`src/verilog/pps_pkg.sv`:
```
`default_nettype none
package pps_pkg;
    // serial word
    localparam int          WORD_BITS       = 24;
    localparam int          CTRL_LSB        = 0;
    localparam logic [1:0]  SEL_REF         = 2'h0;
    localparam logic [1:0]  SEL_NCNT        = 2'h1;
    localparam logic [1:0]  SEL_FUNC        = 2'h2;
    localparam logic [1:0]  SEL_INIT        = 2'h3;
    // function / initialization word fields
    localparam int          CRST_POS        = 2;
    localparam int          PDA_POS         = 3;
    localparam int          MON_LSB         = 4;
    localparam int          CPTRI_POS       = 8;
    localparam int          PDB_POS         = 19;
    localparam logic [23:0] LATCH_RST       = 24'h000000;
    // internal reset pulse length and bias settle time
    localparam int          PULSE_CYC       = 2;
    localparam int          SETTLE_NS       = 1000;
    localparam int          CLK_NS          = 100;
    localparam int          SETTLE_CYC      = (SETTLE_NS + CLK_NS - 1) / CLK_NS;
    // monitor selections
    localparam logic [2:0]  MON_LOW         = 3'h0;
    localparam logic [2:0]  MON_LOCK        = 3'h1;
    localparam logic [2:0]  MON_NDIV        = 3'h2;
    localparam logic [2:0]  MON_RDIV        = 3'h4;
    localparam logic [2:0]  MON_HIGH        = 3'h7;
    // avalon register map
    localparam logic [3:0]  ADR_STATUS      = 4'h0;
    localparam logic [3:0]  ADR_FUNC        = 4'h1;
    localparam logic [3:0]  ADR_REF         = 4'h2;
    localparam logic [3:0]  ADR_NCNT        = 4'h3;
    localparam logic [31:0] BAD_ADR_DATA    = 32'h00000000;

    typedef struct packed {
        logic sclk;
        logic sdata;
        logic strobe;
    } pps_serial_t;

    typedef struct packed {
        logic counters_held;
        logic cp_three_state;
        logic powered_down;
        logic bias_settled;
        logic init_armed;
    } pps_status_t;
endpackage
`default_nettype wire

```
`src/verilog/pps_sequencer.sv`:
```
// Function
// code 11 selects initialization latch
// code 00 reference, 01 N counter latch
// code 10 selects function latch
// init write also updates function latch
// init write pulses counter load, pump three-state
// pulse spares prescaler reference, oscillator buffer
// first N write after init repulses
// later N writes give no pulse
// host writes counter reset 0 in init
// host order: init, reference, N
// enable pin low powers down immediately
// host: enable low, function, ref, N, raise
// counters restart aligned after enable rises
// host waits about 1 us bias settle
// latches kept across enable power-down
// host: function reset=1, ref, N
// function reset=0 releases counters
// reset bit holds counters, pump three-state
// counter reset never starts synchronous power-down
// monitor pin selects internal signals, lock included
// counter reset is word bit 2
// init pulse triggers synchronous power-down if selected
// 24 bits on rising clock, strobe transfers
`default_nettype none
module pps_sequencer
(
    input  wire logic                ref_clk,
    input  wire logic                arst_n,
    input  wire logic                clk_en,
    input  wire pps_pkg::pps_serial_t serial_in,
    input  wire logic                power_enable,
    input  wire logic                lock_indication,
    input  wire logic                cp_event,
    input  wire logic                ndiv_out,
    input  wire logic                rdiv_out,
    input  wire logic [3:0]          avs_address,
    input  wire logic                avs_read,
    input  wire logic                avs_write,
    input  wire logic [31:0]         avs_writedata,
    output logic [31:0]              avs_readdata,
    output logic                     avs_waitrequest,
    output logic                     counters_load,
    output logic                     cp_three_state,
    output logic                     power_down,
    output logic                     prescaler_ref_on,
    output logic                     osc_buffer_on,
    output logic                     monitor_output_pin,
    output logic [23:0]              ref_latch,
    output logic [23:0]              ncnt_latch
);

    // ==========================================================
    // input synchronisers and serial edges
    // ==========================================================
    logic [2:0]  pin_s1_r;
    logic [2:0]  pin_s2_r;
    logic        en_s1_r;
    logic        en_s2_r;
    logic        sclk_d_r;
    logic        strobe_d_r;
    logic [23:0] shift_r;
    logic [23:0] func_latch_r;
    logic [23:0] ref_latch_r;
    logic [23:0] ncnt_latch_r;
    logic        init_armed_r;
    logic [1:0]  pulse_cnt_r;
    logic        sync_pd_pend_r;
    logic        prog_pd_r;
    logic [3:0]  settle_cnt_r;
    logic        avs_ack_r;

    always_ff @(posedge ref_clk or negedge arst_n)
    begin
        if (!arst_n)
        begin
            pin_s1_r <= 3'h0;
            pin_s2_r <= 3'h0;
            en_s1_r  <= 1'b0;
            en_s2_r  <= 1'b0;
        end
        else if (clk_en)
        begin
            pin_s1_r <= {serial_in.sclk, serial_in.sdata, serial_in.strobe};
            pin_s2_r <= pin_s1_r;
            en_s1_r  <= power_enable;
            en_s2_r  <= en_s1_r;
        end
    end

    logic sclk_s;
    logic sdata_s;
    logic strobe_s;
    assign sclk_s   = pin_s2_r[2];
    assign sdata_s  = pin_s2_r[1];
    assign strobe_s = pin_s2_r[0];

    always_ff @(posedge ref_clk or negedge arst_n)
    begin
        if (!arst_n)
        begin
            sclk_d_r   <= 1'b0;
            strobe_d_r <= 1'b0;
        end
        else if (clk_en)
        begin
            sclk_d_r   <= sclk_s;
            strobe_d_r <= strobe_s;
        end
    end

    logic sclk_rise;
    logic strobe_rise;
    assign sclk_rise   = sclk_s & ~sclk_d_r;
    assign strobe_rise = strobe_s & ~strobe_d_r;

    // ==========================================================
    // input shift register, keeps shifting in power-down
    // ==========================================================
    always_ff @(posedge ref_clk or negedge arst_n)
    begin
        if (!arst_n)
            shift_r <= pps_pkg::LATCH_RST;
        else if (clk_en && sclk_rise)
            shift_r <= {shift_r[22:0], sdata_s};
    end

    // ==========================================================
    // latch decode
    // ==========================================================
    function automatic logic sel_is(input logic [23:0] w, input logic [1:0] code);
        sel_is = (w[pps_pkg::CTRL_LSB +: 2] == code);
    endfunction

    logic wr_ref;
    logic wr_ncnt;
    logic wr_func;
    logic wr_init;
    assign wr_ref  = strobe_rise && sel_is(shift_r, pps_pkg::SEL_REF);
    assign wr_ncnt = strobe_rise && sel_is(shift_r, pps_pkg::SEL_NCNT);
    assign wr_func = strobe_rise && sel_is(shift_r, pps_pkg::SEL_FUNC);
    assign wr_init = strobe_rise && sel_is(shift_r, pps_pkg::SEL_INIT);

    // latches are only cleared by arst_n, never by the enable pin
    always_ff @(posedge ref_clk or negedge arst_n)
    begin
        if (!arst_n)
            func_latch_r <= pps_pkg::LATCH_RST;
        else if (clk_en && (wr_func || wr_init))
            func_latch_r <= shift_r;
    end

    always_ff @(posedge ref_clk or negedge arst_n)
    begin
        if (!arst_n)
        begin
            ref_latch_r  <= pps_pkg::LATCH_RST;
            ncnt_latch_r <= pps_pkg::LATCH_RST;
        end
        else if (clk_en)
        begin
            if (wr_ref)
                ref_latch_r <= shift_r;
            if (wr_ncnt)
                ncnt_latch_r <= shift_r;
        end
    end

    // ==========================================================
    // internal reset pulse
    // ==========================================================
    logic fire_pulse;
    assign fire_pulse = wr_init || (wr_ncnt && init_armed_r);

    always_ff @(posedge ref_clk or negedge arst_n)
    begin
        if (!arst_n)
            init_armed_r <= 1'b0;
        else if (clk_en)
        begin
            if (wr_init)
                init_armed_r <= 1'b1;
            else if (wr_ncnt)
                init_armed_r <= 1'b0;
        end
    end

    always_ff @(posedge ref_clk or negedge arst_n)
    begin
        if (!arst_n)
            pulse_cnt_r <= 2'h0;
        else if (clk_en)
        begin
            if (fire_pulse)
                pulse_cnt_r <= 2'(pps_pkg::PULSE_CYC);
            else if (pulse_cnt_r != 2'h0)
                pulse_cnt_r <= pulse_cnt_r - 2'h1;
        end
    end

    // ==========================================================
    // power-down control
    // ==========================================================
    logic pd_a;
    logic pd_b;
    logic crst;
    assign pd_a = func_latch_r[pps_pkg::PDA_POS];
    assign pd_b = func_latch_r[pps_pkg::PDB_POS];
    assign crst = func_latch_r[pps_pkg::CRST_POS];

    // programmed power-down: async on write, sync waits a pump event
    always_ff @(posedge ref_clk or negedge arst_n)
    begin
        if (!arst_n)
        begin
            sync_pd_pend_r <= 1'b0;
            prog_pd_r      <= 1'b0;
        end
        else if (clk_en)
        begin
            // judge the init word itself: the latch only takes it on this same edge
            if (wr_init && en_s2_r && shift_r[pps_pkg::PDA_POS] && shift_r[pps_pkg::PDB_POS])
                sync_pd_pend_r <= 1'b1;
            else if (!pd_a)
            begin
                sync_pd_pend_r <= 1'b0;
                prog_pd_r      <= 1'b0;
            end
            else if (!pd_b)
                prog_pd_r <= 1'b1;
            else if (sync_pd_pend_r && cp_event)
            begin
                sync_pd_pend_r <= 1'b0;
                prog_pd_r      <= 1'b1;
            end
        end
    end

    // bias settle count after enable pin release
    always_ff @(posedge ref_clk or negedge arst_n)
    begin
        if (!arst_n)
        begin
            settle_cnt_r <= 4'h0;
        end
        else if (clk_en)
        begin
            if (!en_s2_r)
                settle_cnt_r <= 4'(pps_pkg::SETTLE_CYC);
            else if (settle_cnt_r != 4'h0)
                settle_cnt_r <= settle_cnt_r - 4'h1;
        end
    end

    // ==========================================================
    // outputs
    // ==========================================================
    logic any_pd;
    logic hold_cnt;
    assign any_pd   = ~en_s2_r | prog_pd_r;
    // counters sit at load while down; release is common to both, aligned
    assign hold_cnt = any_pd || crst || (pulse_cnt_r != 2'h0) || fire_pulse;

    logic [2:0] mon_sel;
    logic       mon_val;
    assign mon_sel = func_latch_r[pps_pkg::MON_LSB +: 3];
    always_comb
    begin
        unique case (mon_sel)
            pps_pkg::MON_LOCK: mon_val = lock_indication;
            pps_pkg::MON_NDIV: mon_val = ndiv_out;
            pps_pkg::MON_RDIV: mon_val = rdiv_out;
            pps_pkg::MON_HIGH: mon_val = 1'b1;
            default:           mon_val = 1'b0;
        endcase
    end

    always_ff @(posedge ref_clk or negedge arst_n)
    begin
        if (!arst_n)
        begin
            counters_load      <= 1'b1;
            cp_three_state     <= 1'b1;
            power_down         <= 1'b1;
            prescaler_ref_on   <= 1'b0;
            osc_buffer_on      <= 1'b0;
            monitor_output_pin <= 1'b0;
            ref_latch          <= pps_pkg::LATCH_RST;
            ncnt_latch         <= pps_pkg::LATCH_RST;
        end
        else if (clk_en)
        begin
            counters_load      <= hold_cnt;
            cp_three_state     <= hold_cnt || func_latch_r[pps_pkg::CPTRI_POS];
            power_down         <= any_pd;
            // reference and buffer follow only power state, not the pulse
            prescaler_ref_on   <= ~any_pd;
            osc_buffer_on      <= ~any_pd;
            monitor_output_pin <= mon_val;
            ref_latch          <= ref_latch_r;
            ncnt_latch         <= ncnt_latch_r;
        end
    end

    // ==========================================================
    // avalon slave, one wait state per access
    // ==========================================================
    pps_pkg::pps_status_t st;
    assign st = '{counters_held:  counters_load,
                  cp_three_state: cp_three_state,
                  powered_down:   power_down,
                  bias_settled:   (settle_cnt_r == 4'h0) && en_s2_r,
                  init_armed:     init_armed_r};

    logic req;
    assign req = avs_read || avs_write;

    always_ff @(posedge ref_clk or negedge arst_n)
    begin
        if (!arst_n)
        begin
            avs_ack_r       <= 1'b0;
            avs_waitrequest <= 1'b1;
            avs_readdata    <= 32'h00000000;
        end
        else if (clk_en)
        begin
            avs_ack_r       <= req && !avs_ack_r;
            avs_waitrequest <= !(req && !avs_ack_r);
            if (req && !avs_ack_r && avs_read)
            begin
                unique case (avs_address)
                    pps_pkg::ADR_STATUS: avs_readdata <= {27'h0, st};
                    pps_pkg::ADR_FUNC:   avs_readdata <= {8'h0, func_latch_r};
                    pps_pkg::ADR_REF:    avs_readdata <= {8'h0, ref_latch_r};
                    pps_pkg::ADR_NCNT:   avs_readdata <= {8'h0, ncnt_latch_r};
                    default:             avs_readdata <= pps_pkg::BAD_ADR_DATA;
                endcase
            end
        end
    end

endmodule
`default_nettype wire

```
`config.mk`:
```
export PLATFORM = sky130hd
export DESIGN_NAME = pps_sequencer
export DESIGN_NICKNAME = d
export VERILOG_FILES = /design/src/verilog/pps_pkg.sv /design/src/verilog/pps_sequencer.sv
export SDC_FILE = /design/constraint.sdc
export NUM_CORES = 1
export LEC_CHECK = 0
export BUFFER_PORTS_ARGS = -buffer_cell sky130_fd_sc_hd__buf_2
export CAP_MARGIN = 25
export CORE_MARGIN = 4
export CORE_UTILIZATION = 55
export DETAILED_ROUTE_END_ITERATION = 8
export PLACE_DENSITY = 0.78
export REMOVE_ABC_BUFFERS = 1
export SETUP_SLACK_MARGIN = 0.4
export SYNTH_ARGS = -nofsm -noshare
export SYNTH_HDL_FRONTEND = slang
export SYNTH_SLANG_ARGS = --single-unit
```
`constraint.sdc`:
```
create_clock -name ref_clk -period 2.2 [get_ports ref_clk]
set_input_delay 0.55 -clock ref_clk [delete_from_list [all_inputs] [get_ports ref_clk]]
set_output_delay 0.55 -clock ref_clk [all_outputs]
set_load 0.005 [all_outputs]
```
# Word-level counts from Yosys, hierarchy flattened
# Index checks and enable logic that the tools add are counted.
[totals]
regBits = 202
in_bits = 49
elab_cells = 102
[op_classes]
n_addsub = 2
eq_ne = 14
muxes = 15
n_bitwise = 8
reduce_logical = 38
[op_table]
columns = ["cell", "n"]
rows = [
  ["$pmux 24 s4", 1],
  ["$logic_and 1x1->1", 14],
  ["$reduce_and 2->1", 6],
  ["$mux 1", 9],
  ["$eq 4x2->1 const B", 2],
  ["$logic_not 4->1", 2],
  ["$mux 4", 2],
  ["$logic_or 1x1->1", 7],
  ["$eq 3x3->1 const B", 2],
  ["$ne 3x1->1 const B", 2],
  ["$reduce_and 3->1", 2],
  ["$reduce_bool 2->1", 3],
  ["$not 1->1", 5],
  ["$eq 2x2->1 const B", 2],
  ["$eq 4x1->1 const B", 1],
  ["$mux 2", 2],
  ["$pmux 1 s4", 1],
  ["$reduce_bool 4->1", 1],
  ["$sub 4x1->4 const B", 1],
  ["$eq 3x1->1 const B", 1],
  ["$eq 3x2->1 const B", 1],
  ["$ne 3x2->1 const B", 1],
  ["$and 1x1->1", 2],
  ["$eq 2x1->1 const B", 1],
  ["5 further kinds", 6],
]

# Longest topological paths before layout
[depth]
ltp_word = 8
ltp_mapped = 6

# Worst setup path after synthesis
# No wires, ideal clock.
[synth_path]
path_type = "input -> register"
from = "in avs_address[1]"
to = "reg avs_readdata[11]"
setup_ps = 127
t_arrival_ps = 1464
required_time_ps = 2073
slack_ps = 609
path_stages = 5
n_path_buf = 2
cell_sequence = "buf_2 buf_2 mux2_2 a22oi_1 o21ai_0"
[synth_between]
elab_chain_cells = 2
word_cells_on_any_way = 5
classes_between = "eq/ne (3); mux (1); reduce/logical (1)"
[synth_rtl]
columns = ["item", "line_no", "source"]
rows = [
  ["start: declaration", "pps_sequencer.sv:37", "input wire logic [3:0] avs_address,"],
  ["$eq 4x2->1, or another cell as far along", "pps_sequencer.sv:332", "unique case (avs_address)"],
  ["$pmux 24 s4 (*)", "pps_sequencer.sv:332", ""],
  ["end signal: assignment", "pps_sequencer.sv:333", "pps_pkg::ADR_STATUS: avs_readdata <= {27'h0, st};"],
  ["end signal: assignment", "pps_sequencer.sv:334", "pps_pkg::ADR_FUNC: avs_readdata <= {8'h0, func_latch_r};"],
  ["end signal: assignment", "pps_sequencer.sv:335", "pps_pkg::ADR_REF: avs_readdata <= {8'h0, ref_latch_r};"],
  ["end: declaration", "pps_sequencer.sv:41", "output logic [31:0] avs_readdata,"],
]
# Mark *: on every way between the ends. The rest lies on a longest branch, timed or not.
# A chain may end at the register's enable or synchronous reset.

# Worst setup path after layout
[layout_path]
from = "reg strobe_d_r"
to = "reg ncnt_latch_r[5]"
[layout_between]
elab_chain_cells = 4
[layout_rtl]
columns = ["item", "line_no", "source"]
rows = [
  ["start: declaration", "pps_sequencer.sv:61", "logic strobe_d_r;"],
  ["start signal: assignment", "pps_sequencer.sv:108", "strobe_d_r <= strobe_s;"],
  ["$not 1->1", "pps_sequencer.sv:115", "assign strobe_rise = strobe_s & ~strobe_d_r;"],
  ["$and 1x1->1", "pps_sequencer.sv:115", ""],
  ["$logic_and 1x1->1", "pps_sequencer.sv:140", "assign wr_ncnt = strobe_rise && sel_is(shift_r, pps_pkg::SEL_NCNT);"],
  ["$reduce_and 2->1 (no line)", "--", ""],
  ["end signal: assignment", "pps_sequencer.sv:158", "ncnt_latch_r <= pps_pkg::LATCH_RST;"],
  ["end signal: assignment", "pps_sequencer.sv:165", "ncnt_latch_r <= shift_r;"],
  ["end: declaration", "pps_sequencer.sv:65", "logic [23:0] ncnt_latch_r;"],
]
# No other way between the ends.

==> flow_summary_export.csv <==
group,metric,value,unit
pwr,p_sw,2291,µW
clock_tree,cts-root-buf,"clkbuf_16",
final_layout,syn_to_final_growth,17.30,%
drt,firstDrtPassIters,5,
worst_setup_path,worstPathCellList,"and2b_2 -> nand3_2 -> nor2_4 -> buf_4 -> mux2_2",
clock_tree,clk_pin_slew,60,ps
run_status,outcome,"finished, final reports clean",
clock_tree,cts_buffer_depth,2,
global_route,antenna_found_initial,0,
synth,avgSynthCellArea,14.23,µm²
die,coreArea,13930,µm²
placement,place_congestion,0.8210,
drt,postRouteAntennaNets,0,
final_layout,finish.utilization,66.36,%
clock_tree,cts_tree,"built",
placement,dp_cells,821,
placement,portBuffers,95,
synth,synth-async-reset-ratio,100.0,%
synth,synth_warnings,0,
timing,finalCritPeriodShare,76.61,%
drt,routed_via_density,5.774,
synth,netlist_area,7884,µm²
final_layout,antenna_cells,0,
clock_tree,clock_latency,430,ps
pwr,power_per_cell_area,947.7,nW/µm²
die,io_pins,136,
final_layout,fin_cells,855,
drt,wl_per_cell,19.92,µm
hold_path,hp-class,"in -> async",
placement,placed_area,8638,µm²
synth,synth_cell_types,47,
drt,post-route-drc-count,0,
worst_setup_path,slowest_delay,380,ps
clock_tree,cts_htree_levels,4,
pwr,p_leak,0.004767,µW
synth,ys_seq_elements,194,
synth,synth_seq_area_share,61.64,%
pwr,p_int,6473,µW
global_route,grt_pass1_wl,27.92,mm
pwr,irDropWorstVdd,0.0004349,V
drt,routed_wl,17.03,mm
job,maxCapViolations,0,
worst_setup_path,cp-end-kind,"register",
timing,period_minus_slack,1686,ps
timing,rsz0062_at_grt,"no",
timing,setup_viol,0,
global_route,grt_usage,22.20,%
clock_tree,holdBufCountCts,0,
die,placementRows,43,
synth,synth_flop_cell,"dfrtp_1",
clock_tree,numCtsBuffers,17,
final_layout,final_layout_size_suffix_gt1_share,37.19,%
timing,hold_violations,0,
worst_setup_path,cp_max_fo,15,
placement,dp.final_hpwl,11.31,mm
timing,finClkSkew,10.66,ps
drt,drtIter0Drc,371,
final_layout,final_cell_mix,"dfrtp_1 (190), buf_2 (93), mux2_2 (83), mux2_1 (73), nand2_1 (36)",
worst_setup_path,cp.arrival,2000,ps
timing,slew_headroom,62.91,%
global_route,overflow,0,
pwr,clock_power_share,34.4,%
pwr,p_comb_share,14.2,%
timing,tns,0,ps
worst_setup_path,required,2520,ps
pwr,seqPwrFrac,51.4,%
global_route,grt_pass1_vias,5258,
drt,via_count,4937,
die,initial_core_util,56.58,%
synth,synthCells,554,
worst_setup_path,cpMaxStageDelayCell,"dfrtp_1",
timing,fmax,593.3,MHz
worst_setup_path,crit_family,"simple AND/OR/NAND/NOR gates",
pwr,p_sw_share,26.14,%
global_route,grt_max_degree,54,
clock_tree,cts_sinks,194,
synth,synth_edf_count,0,
final_layout,final_nets,715,
die,die_width,127.7,µm
die,die_area,16310,µm²
worst_setup_path,critPathKind,"reg -> reg",
die,die_y,127.7,µm
worst_setup_path,worst-path-buf-inv,1,
final_layout,final_common_cell,"dfrtp_1",
final_layout,stdcell_area,9248,µm²
worst_setup_path,cp-start-kind,"register",
timing,drv_slew,0,
timing,worstMarginPinSlew,550.5,ps
## state kept, by name, summed over array words and instances, names as in the netlist, 2 cells and up
name	flops
ref_latch_r	24
func_latch_r	24
ncnt_latch	24
pin_s2_r	3
pin_s1_r	3
ref_latch	24
ncnt_latch_r	24
settle_cnt_r	4
pulse_cnt_r	2
avs_readdata	24
shift_r	24
## power groups by stage
stage	clock network (µW)	registers (µW)	logic, µW
4_1_cts	3060	4490	1260
3_3_place_gp	0	4510	1180
3_5_place_dp	0	4540	1240
2_1_floorplan	0	4420	729
5_1_grt	3220	4570	1380
6_report	3010	4500	1250
## final cells by class
cell class              count  area, µm²
well taps                 180      225.2
repair buffers            124      767.0
multi-input cells         318       2783
inverters                   9      33.78
flip-flops and latches    194       4860
clock inverters             8      105.1
clock buffers              22      474.2
fillers                  1007       4687
## kinds of logic (layout without fill, tap and decap cells)
| family | count (synthesis) | after routing | synth area share (%) |
|---|---|---|---|
| fa+ha+maj | 2 | 2 | 0.3174 |
| buf+inv | 49 | 163 | 3.396 |
| compound gates | 70 | 70 | 5.951 |
| flops | 194 | 194 | 61.64 |
| simple gates | 78 | 78 | 5.222 |
| mux | 160 | 160 | 23.42 |
| other cells | 1 | 8 | 0.04757 |
## worst paths after layout
path / start / end / slack [ps] / cells past startpoint
worst max-delay path: strobe_d_r$_DFFE_PN0P_ / ncnt_latch_r[5]$_DFFE_PN0P_ / 510 / 5
worst min-delay path: arst_n / ref_latch[12]$_DFFE_PN0P_ / 70 / 1
worst max register to register: strobe_d_r$_DFFE_PN0P_ / ncnt_latch_r[5]$_DFFE_PN0P_ / 510 / 5
worst min register to register: avs_readdata[12]$_DFFE_PN0P_ / avs_readdata[12]$_DFFE_PN0P_ / 480 / 2
max in group asynchronous: arst_n / avs_waitrequest$_DFFE_PN1P_ / 1440 / 2
min in group ref_clk: serial_in[2] / pin_s1_r[2]$_DFFE_PN0P_ / 350 / 2
## synth_stat cells (5+ instances only)
library cell	number	area, µm²
buf_2	22	110.1
a222oi_1	10	100.1
buf_4	11	82.58
mux2_1	73	822.0
o21ai_0	19	95.09
dfrtp_1	190	4755
a21oi_1	7	35.03
nand2_1	36	135.1
mux2_2	83	934.7
nor2_1	7	26.28
a22oi_1	9	67.56
inv_1	9	33.78
o21ai_1	10	50.05
clkbuf_1	5	18.77
## metrics by stage
stage | setup WS (ps) | hold slack [ps] | power [µW]
after global routing | 455.7 | 90.83 | 9168
after detailed placement | 78.24 | 469.4 | 5783
after CTS | 500.4 | 80.38 | 8810
after floorplan | 380.8 | 254.4 | 5145
final | 514.5 | 74.27 | 8764
after global placement | 197.3 | 449.8 | 5684
## repair_timing
action	CTS	global route
resized for setup	0	0
buffers inserted	0	4
endpoints found under the setup margin	0	3
## metal layers
metal  routed length [µm]  share of wire (%)  track usage (%)
met5                    0                  0                0
met4                  172                1.0            6.679
met3                  812                4.8            5.250
met2                 8757                 51            37.49
met1                 7290                 43            28.77
No activity file was read; power rests on OpenSTA's default activity.
